<file path="src/hdl/vpm_pkg.sv">
// What this block does
// - Higher priority level always served first
// - Same level: smallest vector number wins
// - Peripheral source levels are software programmable
// - Vector address is base plus entry offset
// - Two words per entry, 19-bit addresses
// - Vectors 0 and 1 never requested
// - Core exceptions 2 to 5 fixed level 3
// - Debug vectors 6,7,9-11 level 1 to 3
// - Low voltage 20, clock synth 21
// - Flash module requests on vectors 22-24
// - CAN controller requests on vectors 26-29
// - SPI channels on vectors 38 to 41
// - Serial interface one on 42,43,45,46
// - Quadrature decoder on vectors 49, 50
// - Program flash 32KB at zero, reserved after
// - Boot flash at boot location, watchdog +2
// - Boot source bit leaves map unchanged
// - Security bit latches flash strap once after reset, writes ignored
// - Data flash read by one bus at a time, core bus first
package vpm_pkg;
  localparam int          NVEC        = 64;            // Vector slots handled
  localparam int          VNUM_W      = 6;             // Vector number width
  localparam int          PADDR_W     = 21;            // Program address width
  localparam int          VADDR_W     = 19;            // Reachable vector address bits
  localparam int          VBASE_SH    = 8;             // Base weight: 0x0200 lands on boot
  // Vectors that have a source in this device
  localparam logic [63:0] VEC_USED    = 64'h0006_6FCE_3DF3_CEFC;
  // Core vectors with a level fixed in hardware
  localparam logic [63:0] VEC_FIXED   = 64'h0000_0000_0001_C03C;
  // Debug unit vectors, level one to three
  localparam logic [63:0] VEC_DEBUG   = 64'h0000_0000_0000_0EC0;
  // Register byte offsets
  localparam logic [7:0]  OFS_OMR     = 8'h00;
  localparam logic [7:0]  OFS_VBASE   = 8'h04;
  localparam logic [7:0]  OFS_EN_LO   = 8'h08;
  localparam logic [7:0]  OFS_EN_HI   = 8'h0C;
  localparam logic [7:0]  OFS_PRIO0   = 8'h10;
  localparam logic [7:0]  OFS_PRIO3   = 8'h1C;
  localparam logic [7:0]  OFS_STATUS  = 8'h20;
  localparam logic [7:0]  OFS_PEND_LO = 8'h24;
  localparam logic [7:0]  OFS_PEND_HI = 8'h28;
  // Field positions
  localparam int          OMR_BOOT_B  = 0;
  localparam int          OMR_SEC_B   = 1;
  localparam int          STAT_VLD_B  = 8;
  // Reset values
  localparam logic [13:0] VBASE_RST   = 14'h0200;
  localparam logic [63:0] EN_RST      = 64'h0000_0000_0000_0000;
  localparam logic [1:0]  PRIO_RST    = 2'h0;
  // Program space map
  localparam logic [20:0] PF_END      = 21'h00_3FFF;
  localparam logic [20:0] BOOT_BASE   = 21'h02_0000;
  localparam logic [20:0] BOOT_END    = 21'h02_0FFF;
  localparam logic [20:0] PRAM_BASE   = 21'h02_F800;
  localparam logic [20:0] PRAM_END    = 21'h02_FFFF;
  localparam logic [20:0] WDOG_OFS    = 21'h00_0002;
  // Program region codes
  localparam logic [1:0]  RGN_PFLASH  = 2'h0;
  localparam logic [1:0]  RGN_BOOT    = 2'h1;
  localparam logic [1:0]  RGN_PRAM    = 2'h2;
  localparam logic [1:0]  RGN_RSVD    = 2'h3;
endpackage : vpm_pkg

</file>
<file path="src/hdl/vpm_resolve.sv">
`timescale 1ns/1ps
`default_nettype none
module vpm_resolve
  import vpm_pkg::*;
(
  input  wire logic               ref_clk,
  input  wire logic               resetn,
  input  wire logic [NVEC-1:0]    elig,
  input  wire logic [2*NVEC-1:0]  lvl,
  output logic                    win_valid,
  output logic [VNUM_W-1:0]       win_num,
  output logic [1:0]              win_level
);
  // Scan upward; strict compare keeps the lowest number at a tie
  always_comb begin
    win_valid = 1'b0;
    win_num   = '0;
    win_level = '0;
    for (int i = 0; i < NVEC; i++) begin
      if (elig[i] && (!win_valid || lvl[2*i +: 2] > win_level)) begin
        win_valid = 1'b1;
        win_num   = VNUM_W'(i);
        win_level = lvl[2*i +: 2];
      end
    end
  end

  // Checker helpers: anything that should have beaten the winner
  logic [NVEC-1:0] higher;
  logic [NVEC-1:0] earlier;
  for (genvar g = 0; g < NVEC; g++) begin : g_chk
    assign higher[g]  = elig[g] && (lvl[2*g +: 2] > win_level);
    assign earlier[g] = elig[g] && (lvl[2*g +: 2] == win_level) && (g < win_num);
  end

  property p_level_order;
    @(posedge ref_clk) disable iff (!resetn) win_valid |-> higher == '0;
  endproperty
  a_level_order: assert property (p_level_order)
    else $error("winner is not at the highest eligible level");

  property p_low_vector;
    @(posedge ref_clk) disable iff (!resetn) win_valid |-> earlier == '0;
  endproperty
  a_low_vector: assert property (p_low_vector)
    else $error("lower vector at same level was skipped");
endmodule : vpm_resolve
`default_nettype wire

</file>
<file path="src/hdl/vpm_top.sv">
// The AHB-Lite interface to the registers and the placing of the registers were left to the implementer.
`timescale 1ns/1ps
`default_nettype none
module vpm_top
  import vpm_pkg::*;
(
  input  wire logic               ref_clk,
  input  wire logic               resetn,
  // AHB-Lite slave
  input  wire logic               hsel,
  input  wire logic [31:0]        haddr,
  input  wire logic [1:0]         htrans,
  input  wire logic               hwrite,
  input  wire logic [2:0]         hsize,
  input  wire logic [31:0]        hwdata,
  input  wire logic               hready,
  output logic                    hreadyout,
  output logic                    hresp,
  output logic [31:0]             hrdata,
  // Interrupt sources and core
  input  wire logic [NVEC-1:0]    irq_req,
  input  wire logic [1:0]         core_mask_level,
  output logic                    vec_req,
  output logic [VNUM_W-1:0]       vec_num,
  output logic [1:0]              vec_level,
  output logic [PADDR_W-1:0]      vec_addr,
  // Program space decode
  input  wire logic [PADDR_W-1:0] prog_addr,
  output logic [1:0]              prog_region,
  output logic [PADDR_W-1:0]      reset_fetch_addr,
  output logic [PADDR_W-1:0]      wdog_fetch_addr,
  // Mode bits
  input  wire logic               flash_secure_in,
  output logic                    boot_source_select_bit,
  output logic                    flash_security_state_bit,
  // Data flash read ports
  input  wire logic               dflash_rd_core,
  input  wire logic               dflash_rd_sec,
  output logic                    dflash_grant_core,
  output logic                    dflash_grant_sec
);
  // Bus data phase state
  logic                 wr_q;          // Write data phase pending
  logic                 rd_q;          // Read wait state pending
  logic                 map_q;         // Address inside the block
  logic [7:0]           ofs_q;         // Latched byte offset
  logic                 hreadyout_q;
  logic                 hresp_q;
  logic [31:0]          hrdata_q;
  logic [31:0]          rdata_d;
  // Software state
  logic [13:0]          vbase_q;       // Vector table base
  logic [NVEC-1:0]      en_q;          // Per-source enable
  logic [1:0]           prio_q [NVEC]; // Programmed levels
  logic                 boot_sel_q;    // Boot source mode bit
  // Security strap path
  logic                 sec_s1_q;
  logic                 sec_s2_q;
  logic                 sec_q;
  logic                 sec_done_q;    // Strap already captured
  // Resolution
  logic [2*NVEC-1:0]    lvl;
  logic [NVEC-1:0]      elig;
  logic                 win_valid;
  logic [VNUM_W-1:0]    win_num;
  logic [1:0]           win_level;
  logic                 vec_req_q;
  logic [VNUM_W-1:0]    vec_num_q;
  logic [1:0]           vec_level_q;
  logic [PADDR_W-1:0]   vec_addr_q;
  logic [PADDR_W-1:0]   vec_addr_d;
  // Program map and data flash
  logic [1:0]           region_q;
  logic [PADDR_W-1:0]   rst_addr_q;
  logic [PADDR_W-1:0]   wdog_addr_q;
  logic                 gnt_core_q;
  logic                 gnt_sec_q;

  logic                 take;          // Address phase accepted
  logic                 wr_hit;        // Write data phase in range
  assign take   = hsel && htrans[1] && hready;
  assign wr_hit = wr_q && map_q;

  // Address phase capture; reads get one wait state so that a read
  // right behind a write sees the freshly written value
  always_ff @(posedge ref_clk) begin
    if (!resetn) begin
      wr_q        <= 1'b0;
      rd_q        <= 1'b0;
      map_q       <= 1'b0;
      ofs_q       <= '0;
      hreadyout_q <= 1'b1;
    end else begin
      if (take) begin
        wr_q  <= hwrite;
        rd_q  <= !hwrite;
        map_q <= (haddr[31:8] == 24'h00_0000);
        ofs_q <= {haddr[7:2], 2'b00};
      end else if (hreadyout_q) begin
        wr_q <= 1'b0;
        rd_q <= 1'b0;
      end
      if (take && !hwrite) begin
        hreadyout_q <= 1'b0;
      end else begin
        hreadyout_q <= 1'b1;
      end
      if (!hreadyout_q) begin
        rd_q <= 1'b0;
      end
    end
  end

  // Only OKAY is ever answered, unmapped reads return zero
  always_ff @(posedge ref_clk) begin
    if (!resetn) begin
      hresp_q <= 1'b0;
    end else begin
      hresp_q <= 1'b0;
    end
  end

  // Read multiplexer
  always_comb begin
    rdata_d = '0;
    if (map_q) begin
      case (ofs_q)
        OFS_OMR: begin
          rdata_d[OMR_BOOT_B] = boot_sel_q;
          rdata_d[OMR_SEC_B]  = sec_q;
        end
        OFS_VBASE:   rdata_d[13:0] = vbase_q;
        OFS_EN_LO:   rdata_d = en_q[31:0];
        OFS_EN_HI:   rdata_d = en_q[63:32];
        OFS_STATUS:  rdata_d = {23'h00_0000, vec_req_q, vec_level_q, vec_num_q};
        OFS_PEND_LO: rdata_d = elig[31:0];
        OFS_PEND_HI: rdata_d = elig[63:32];
        default: begin
          if (ofs_q >= OFS_PRIO0 && ofs_q <= OFS_PRIO3) begin
            for (int k = 0; k < 16; k++) begin
              rdata_d[2*k +: 2] = prio_q[{ofs_q[3:2], 4'(k)}];
            end
          end
        end
      endcase
    end
  end

  // Read data is registered in the wait state
  always_ff @(posedge ref_clk) begin
    if (!resetn) begin
      hrdata_q <= '0;
    end else if (rd_q && !hreadyout_q) begin
      hrdata_q <= rdata_d;
    end
  end

  // Base, enables and mode bit; the security bit ignores writes
  always_ff @(posedge ref_clk) begin
    if (!resetn) begin
      vbase_q    <= VBASE_RST;
      en_q       <= EN_RST;
      boot_sel_q <= 1'b0;
    end else if (wr_hit) begin
      case (ofs_q)
        OFS_OMR:   boot_sel_q   <= hwdata[OMR_BOOT_B];
        OFS_VBASE: vbase_q      <= hwdata[13:0];
        OFS_EN_LO: en_q[31:0]   <= hwdata;
        OFS_EN_HI: en_q[63:32]  <= hwdata;
        default: ;
      endcase
    end
  end

  // Level table; a word holds sixteen two-bit levels
  always_ff @(posedge ref_clk) begin
    if (!resetn) begin
      for (int v = 0; v < NVEC; v++) begin
        prio_q[v] <= PRIO_RST;
      end
    end else if (wr_hit && ofs_q >= OFS_PRIO0 && ofs_q <= OFS_PRIO3) begin
      for (int k = 0; k < 16; k++) begin
        prio_q[{ofs_q[3:2], 4'(k)}] <= hwdata[2*k +: 2];
      end
    end
  end

  // Effective level and eligibility per vector
  for (genvar g = 0; g < NVEC; g++) begin : g_vec
    localparam logic [1:0] FIX = (g < 6) ? 2'h3 : (g == 14) ? 2'h2 : (g == 15) ? 2'h1 : 2'h0;
    if (VEC_FIXED[g]) begin : g_fix
      assign lvl[2*g +: 2] = FIX;
    end else if (VEC_DEBUG[g]) begin : g_dbg
      // Zero is not a legal debug level, so it reads as one
      assign lvl[2*g +: 2] = (prio_q[g] == 2'h0) ? 2'h1 : prio_q[g];
    end else begin : g_per
      // Level three is kept for the core, clamp to two
      assign lvl[2*g +: 2] = (prio_q[g] == 2'h3) ? 2'h2 : prio_q[g];
    end
    // Unused and reserved slots, 0 and 1 among them, never fire
    assign elig[g] = irq_req[g] && VEC_USED[g] && (VEC_FIXED[g] || en_q[g])
                     && (lvl[2*g +: 2] >= core_mask_level);
  end

  vpm_resolve u_resolve (
    .ref_clk   (ref_clk),
    .resetn    (resetn),
    .elig      (elig),
    .lvl       (lvl),
    .win_valid (win_valid),
    .win_num   (win_num),
    .win_level (win_level)
  );

  // Entry is two words wide, upper address bits cut off
  assign vec_addr_d = ((PADDR_W'(vbase_q) << VBASE_SH) + PADDR_W'({win_num, 1'b0}))
                      & PADDR_W'({VADDR_W{1'b1}});

  // Vector request towards the core
  always_ff @(posedge ref_clk) begin
    if (!resetn) begin
      vec_req_q   <= 1'b0;
      vec_num_q   <= '0;
      vec_level_q <= '0;
      vec_addr_q  <= '0;
    end else begin
      vec_req_q   <= win_valid;
      vec_num_q   <= win_num;
      vec_level_q <= win_level;
      vec_addr_q  <= vec_addr_d;
    end
  end

  // Pin synchroniser runs through reset, so the strap is settled at release
  always_ff @(posedge ref_clk) begin
    sec_s1_q <= flash_secure_in;
    sec_s2_q <= sec_s1_q;
  end

  // Strap caught debug_unit after reset release
  always_ff @(posedge ref_clk) begin
    if (!resetn) begin
      sec_q      <= 1'b0;
      sec_done_q <= 1'b0;
    end else begin
      if (!sec_done_q) begin
        sec_q      <= sec_s2_q;
        sec_done_q <= 1'b1;
      end
    end
  end

  // Program region decode; boot source bit takes no part
  always_ff @(posedge ref_clk) begin
    if (!resetn) begin
      region_q    <= RGN_RSVD;
      rst_addr_q  <= '0;
      wdog_addr_q <= '0;
    end else begin
      rst_addr_q  <= BOOT_BASE;
      wdog_addr_q <= BOOT_BASE + WDOG_OFS;
      if (prog_addr <= PF_END) begin
        region_q <= RGN_PFLASH;
      end else if (prog_addr >= BOOT_BASE && prog_addr <= BOOT_END) begin
        region_q <= RGN_BOOT;
      end else if (prog_addr >= PRAM_BASE && prog_addr <= PRAM_END) begin
        region_q <= RGN_PRAM;
      end else begin
        region_q <= RGN_RSVD;
      end
    end
  end

  // Data flash has one read port; core bus wins a clash
  always_ff @(posedge ref_clk) begin
    if (!resetn) begin
      gnt_core_q <= 1'b0;
      gnt_sec_q  <= 1'b0;
    end else begin
      gnt_core_q <= dflash_rd_core;
      gnt_sec_q  <= dflash_rd_sec && !dflash_rd_core;
    end
  end

  assign hreadyout                = hreadyout_q;
  assign hresp                    = hresp_q;
  assign hrdata                   = hrdata_q;
  assign vec_req                  = vec_req_q;
  assign vec_num                  = vec_num_q;
  assign vec_level                = vec_level_q;
  assign vec_addr                 = vec_addr_q;
  assign prog_region              = region_q;
  assign reset_fetch_addr         = rst_addr_q;
  assign wdog_fetch_addr          = wdog_addr_q;
  assign boot_source_select_bit   = boot_sel_q;
  assign flash_security_state_bit = sec_q;
  assign dflash_grant_core        = gnt_core_q;
  assign dflash_grant_sec         = gnt_sec_q;

  // Checks
  property p_no_req;
    @(posedge ref_clk) disable iff (!resetn) (elig == '0) |=> !vec_req_q;
  endproperty
  a_no_req: assert property (p_no_req)
    else $error("vector request without eligible source");

  property p_addr;
    @(posedge ref_clk) disable iff (!resetn)
      vec_req_q |-> vec_addr_q[0] == 1'b0 && vec_addr_q[20:19] == 2'h0;
  endproperty
  a_addr: assert property (p_addr)
    else $error("vector address not word pair or too wide");

  property p_addr_calc;
    @(posedge ref_clk) disable iff (!resetn)
      win_valid && $stable(vbase_q) |=>
        vec_addr_q[18:0] == 19'(($past(vbase_q) << VBASE_SH) + 2 * vec_num_q);
  endproperty
  a_addr_calc: assert property (p_addr_calc)
    else $error("vector address not base plus twice number");

  property p_reserved;
    @(posedge ref_clk) disable iff (!resetn) vec_req_q |-> vec_num_q > 6'h01;
  endproperty
  a_reserved: assert property (p_reserved)
    else $error("reserved reset vector requested");

  property p_fixed;
    @(posedge ref_clk) disable iff (!resetn)
      vec_req_q && vec_num_q >= 6'h02 && vec_num_q <= 6'h05 |-> vec_level_q == 2'h3;
  endproperty
  a_fixed: assert property (p_fixed)
    else $error("core exception not at level three");

  property p_periph;
    @(posedge ref_clk) disable iff (!resetn)
      vec_req_q && vec_num_q >= 6'h14 |-> vec_level_q != 2'h3;
  endproperty
  a_periph: assert property (p_periph)
    else $error("peripheral request at level three");

  property p_debug;
    @(posedge ref_clk) disable iff (!resetn)
      vec_req_q && VEC_DEBUG[vec_num_q] |-> vec_level_q != 2'h0;
  endproperty
  a_debug: assert property (p_debug)
    else $error("debug request at level zero");

  property p_pflash;
    @(posedge ref_clk) disable iff (!resetn)
      prog_addr > PF_END && prog_addr < BOOT_BASE |=> region_q == RGN_RSVD;
  endproperty
  a_pflash: assert property (p_pflash)
    else $error("gap above program flash not reserved");

  property p_wdog;
    @(posedge ref_clk) disable iff (!resetn)
      $past(resetn) |-> wdog_addr_q == rst_addr_q + 21'h00_0002;
  endproperty
  a_wdog: assert property (p_wdog)
    else $error("watchdog address not two above boot");

  property p_sec_hold;
    @(posedge ref_clk) disable iff (!resetn) sec_done_q |=> $stable(sec_q);
  endproperty
  a_sec_hold: assert property (p_sec_hold)
    else $error("security bit changed after reset");

  property p_dflash;
    @(posedge ref_clk) disable iff (!resetn) !(gnt_core_q && gnt_sec_q);
  endproperty
  a_dflash: assert property (p_dflash)
    else $error("data flash granted to both buses");
endmodule : vpm_top
`default_nettype wire

</file>
<file path="config.mk">
export PLATFORM = sky130hd
export DESIGN_NAME = vpm_top
export DESIGN_NICKNAME = d
export VERILOG_FILES = /design/src/hdl/vpm_pkg.sv /design/src/hdl/vpm_resolve.sv /design/src/hdl/vpm_top.sv
export SDC_FILE = /design/constraint.sdc
export NUM_CORES = 1
export LEC_CHECK = 0
export ABC_CLOCK_PERIOD_IN_PS = 53100
export BUFFER_PORTS_ARGS = -buffer_cell sky130_fd_sc_hd__buf_4
export CORE_ASPECT_RATIO = 1.5
export CORE_MARGIN = 4
export CORE_UTILIZATION = 50
export CTS_BUF_LIST = sky130_fd_sc_hd__clkbuf_4
export DETAILED_ROUTE_END_ITERATION = 7
export HOLD_SLACK_MARGIN = 0.06
export MAX_ROUTING_LAYER = met4
export PLACE_DENSITY = 0.79
export SYNTH_ARGS = -nofsm -noshare
export SYNTH_HDL_FRONTEND = slang
export SYNTH_SLANG_ARGS = --single-unit
</file>
<file path="constraint.sdc">
create_clock -name ref_clk -period 53.1 [get_ports ref_clk]
set_input_delay 10.62 -clock ref_clk [delete_from_list [all_inputs] [get_ports ref_clk]]
set_output_delay 10.62 -clock ref_clk [all_outputs]
set_load 0.01 [all_outputs]
</file>
==> flow_metrics.tcl <==
set metrics [dict create \
    outcome "finished clean" \
    cell_with_the_most_instances_on_the_worst_path "ha_1" \
    detail_route.wirelength_um 57260 \
    number_of_synthesized_flops_with_an_enable_pin 128 \
    synth-warning-count 0 \
    synthDistinctLibCells 93 \
    post_cts.resized_instances 0 \
    async_flop_share_pct 0 \
    most_frequent_standard_cell_in_the_layout_excluding_fill_and_tap_cells "nand2_1" \
    antenna_found_initial 2 \
    critPathArrivalTime_ns 49.94 \
    antenna_violating_nets_left 0 \
    critical_path.slowest_cell "a311oi_1" \
    insertion_delay_ns 0.76 \
    power_switching_share_pct 25.21 \
    route.detailed.drc 0 \
    setup_repair_after_global_routing_missed_its_margin "false" \
    timing.setup.critical_path_class "in2reg" \
    tns_ns 0 \
    drv_cap 0 \
    worst_path_largest_cell_delay_ns 0.69 \
    cts_buffers 68 \
    layout.nets 2227 \
    cell_accounting_for_the_most_synthesized_area "edfxtp_1" \
    worst_ep_required_time_ns 53.68 \
    fin_skew_ns 0.06927 \
    fp.dieH_um 234.4 \
    mappedNetlistArea_um2 17080 \
    timing.fmax_ghz 0.02026 \
    std_cell_rows 82 \
    htreeDepth 3 \
    met2_usage_pct 52.00 \
    total_power_uw 476.1 \
    irDropWorstVdd_mv 0.02076 \
    drt-pass1-iter-count 6 \
    drive_gt1_share_pct 21.43 \
    cellLeakagePower_nw 7.885 \
    p_switching_uw 120.0 \
    final_hold_viol_count 0 \
    syn_avg_cell_area_um2 9.536 \
    die_w_um 158.9 \
    design.core.area_um2 33550 \
    pwr-share-seq_pct 48.8 \
    cts_post_setup_buffers_inserted 0 \
    grt_resource_usage_total_pct 30.68 \
    overflow 0 \
    max_slew_violation_count 0 \
    vias_in_the_first_global_route 14800 \
    clock_power_share_pct 41.8 \
    post_synth_inst_count 1791 \
    cts-root-to-sink-buffers 3 \
    global_route.usage.met1_pct 34.12 \
    routing_layer_with_the_top_usage_in_global_route "met2" \
    powerDensity_nw_per_um2 24.35 \
    power_report.internal_total_uw 356.0 \
    pin_count 276 \
    report.final.setup_viol 0 \
    routabilityCongestion 0.9828 \
    vias_per_inst 6.156 \
    final_min_period_over_clock_period_pct 92.95 \
    worstMarginPinSlew_ns 1.255 \
    filler_free_cell_count_of_the_finished_design 2429 \
    synth-seq-cells 279 \
    end_kind "register" \
    globalRouteMet3Util_pct 5.908 \
    port_buffers 185 \
    power_frac_comb_pct 9.4 \
    share_of_the_core_filled_with_cells_in_the_final_layout_pct 58.28 \
    cts.sink_count 279 \
    crit_path_start_kind "input pin" \
    clock-root-buffer "clkbuf_4" \
    tritoncts "yes" \
    clk_transition_reported_paths_ns 0.07 \
    timing.max_slew.rel_slack_pct 15.71 \
    route.detailed.wl_per_inst_um 23.57 \
    synth_sequential_area_ratio_pct 40.21 \
    syn_to_final_growth_pct 14.48 \
    grt_first_pass_wirelength_um 85050 \
    cts_hold_buffers_added 0 \
    initial_drc_count 1458 \
    yosys_most_used_dff "dfxtp_1" \
    grt_start_max_net_pins 92 \
    synth.area.top_cells "edfxtp_1 23%, dfxtp_1 18%, ha_1 8.0%" \
    most_frequent_cells_in_the_layout "250 x nand2_1, 208 x buf_4, 150 x and2_1" \
    initial_utilization_pct 50.91 \
    min-delay-path-class "reg2reg" \
    timing.critical_path.fanout_max 11 \
    die-area_um2 37240 \
    yosys.area.top_type_share_pct 22.51 \
    finalWorstPathRequiredPeriod_ns 49.36 \
    hpwlAfterDp_um 41550 \
    via_count 14950 \
    place.detailed.instances 2304 \
]
==> power groups by stage <==
stage	Combinational (mW)	Clock [mW]	Sequential [mW]
finish	0.0446	0.199	0.232
global route	0.0488	0.213	0.232
CTS	0.0442	0.203	0.232
detailed placement	0.0440	0	0.237
global placement	0.0430	0	0.237
floorplan	0.0273	0	0.235
==> worst paths after layout <==
kind	depth (start not counted)	slack [ns]	endpoint	startpoint
worst max-delay path	169	3.74	vec_num[0]$_SDFF_PP0_	core_mask_level[0]
worst min-delay path	0	0.32	sec_s2_q$_DFF_P_	sec_s1_q$_DFF_P_
worst max register to register	170	13.15	vec_num[0]$_SDFF_PP0_	prio_q[6][1]$_SDFFCE_PN0P_
worst min register to register	0	0.32	sec_s2_q$_DFF_P_	sec_s1_q$_DFF_P_
==> cell type report <==
type	instances	area (µm²)
clock buffer	104	780.7
sequential	279	6869
timing repair buffer	208	1562
multi-input combinational	1348	9445
fill	2882	14000
antenna	2	5.005
inverter	49	183.9
tap	420	525.5
clock inverter	19	180.2
==> state kept, by name (all words and copies together), names as in the netlist, 2 cells and up, named ones only <==
| signal | cells |
|---|---|
| prio_q | 128 |
| prog_region | 2 |
| en_q | 64 |
| vbase_q | 14 |
| hrdata | 32 |
| vec_num | 5 |
| vec_addr | 12 |
| vec_level | 2 |
| ofs_q | 6 |
==> logic make-up after synthesis <==
logic type / after synthesis / synth area share (%)
buf+inv: 207 / 5.744
flops: 279 / 40.21
simple gates: 693 / 20.96
fa+ha+maj: 110 / 8.044
compound gates: 436 / 18.67
other cells: 1 / 0.02196
mux: 65 / 6.359
==> cell usage after synthesis (all sizes together) (6+ instances only) <==
master and instances:
or3b 16, nand3 25, nor2 75, buf 59, a21oi 62, o21ai 58, o21a 14, nor3 24
nand4 8, or2 12, clkbuf 99, nand2 250, a31oi 12, and2 152, o2111ai 14, o31ai 7
edfxtp 128, o2111a 8, a211oi 7, mux4 33, nor3b 6, dfxtp 151, a221o 6, o211ai 15
ha 109, nand2b 35, nor4 14, mux2 15, mux2i 17, a22o 8, a21o 12, nor2b 57
a21boi 91, a22oi 72, inv 49
==> metrics by stage <==
| step | area, µm² | hold WS [ns] | setup slack (ns) |
|---|---|---|---|
| floorplan | 17240 | 0.3096 | 10.50 |
| global placement | 18590 | 0.3133 | 3.968 |
| detailed placement | 18590 | 0.3132 | 3.641 |
| CTS | 19550 | 0.3263 | 4.308 |
| global route | 19550 | 0.3383 | 0.9334 |
| finish | 19550 | 0.3230 | 3.744 |
==> worst max-delay path: cells and delay by family <==
| kind | cells | cell delay (ns) |
|---|---|---|
| AOI/OAI and AO/OA | 94 | 20.62 |
| adders and majority gates | 29 | 7.95 |
| and+or+nand+nor | 24 | 6.14 |
| muxes | 11 | 3.55 |
| buffers and inverters | 11 | 1.01 |
==> metal layers <==
metal	wire length, µm	vias to the layer above	part of all wire, %
li1	-	6776	-
met1	20950	7180	37
met2	28220	804	49
met3	4530	192	7.9
met4	3549	0	6.2
met5	0	-	0
(Power assumes the default switching activity.)
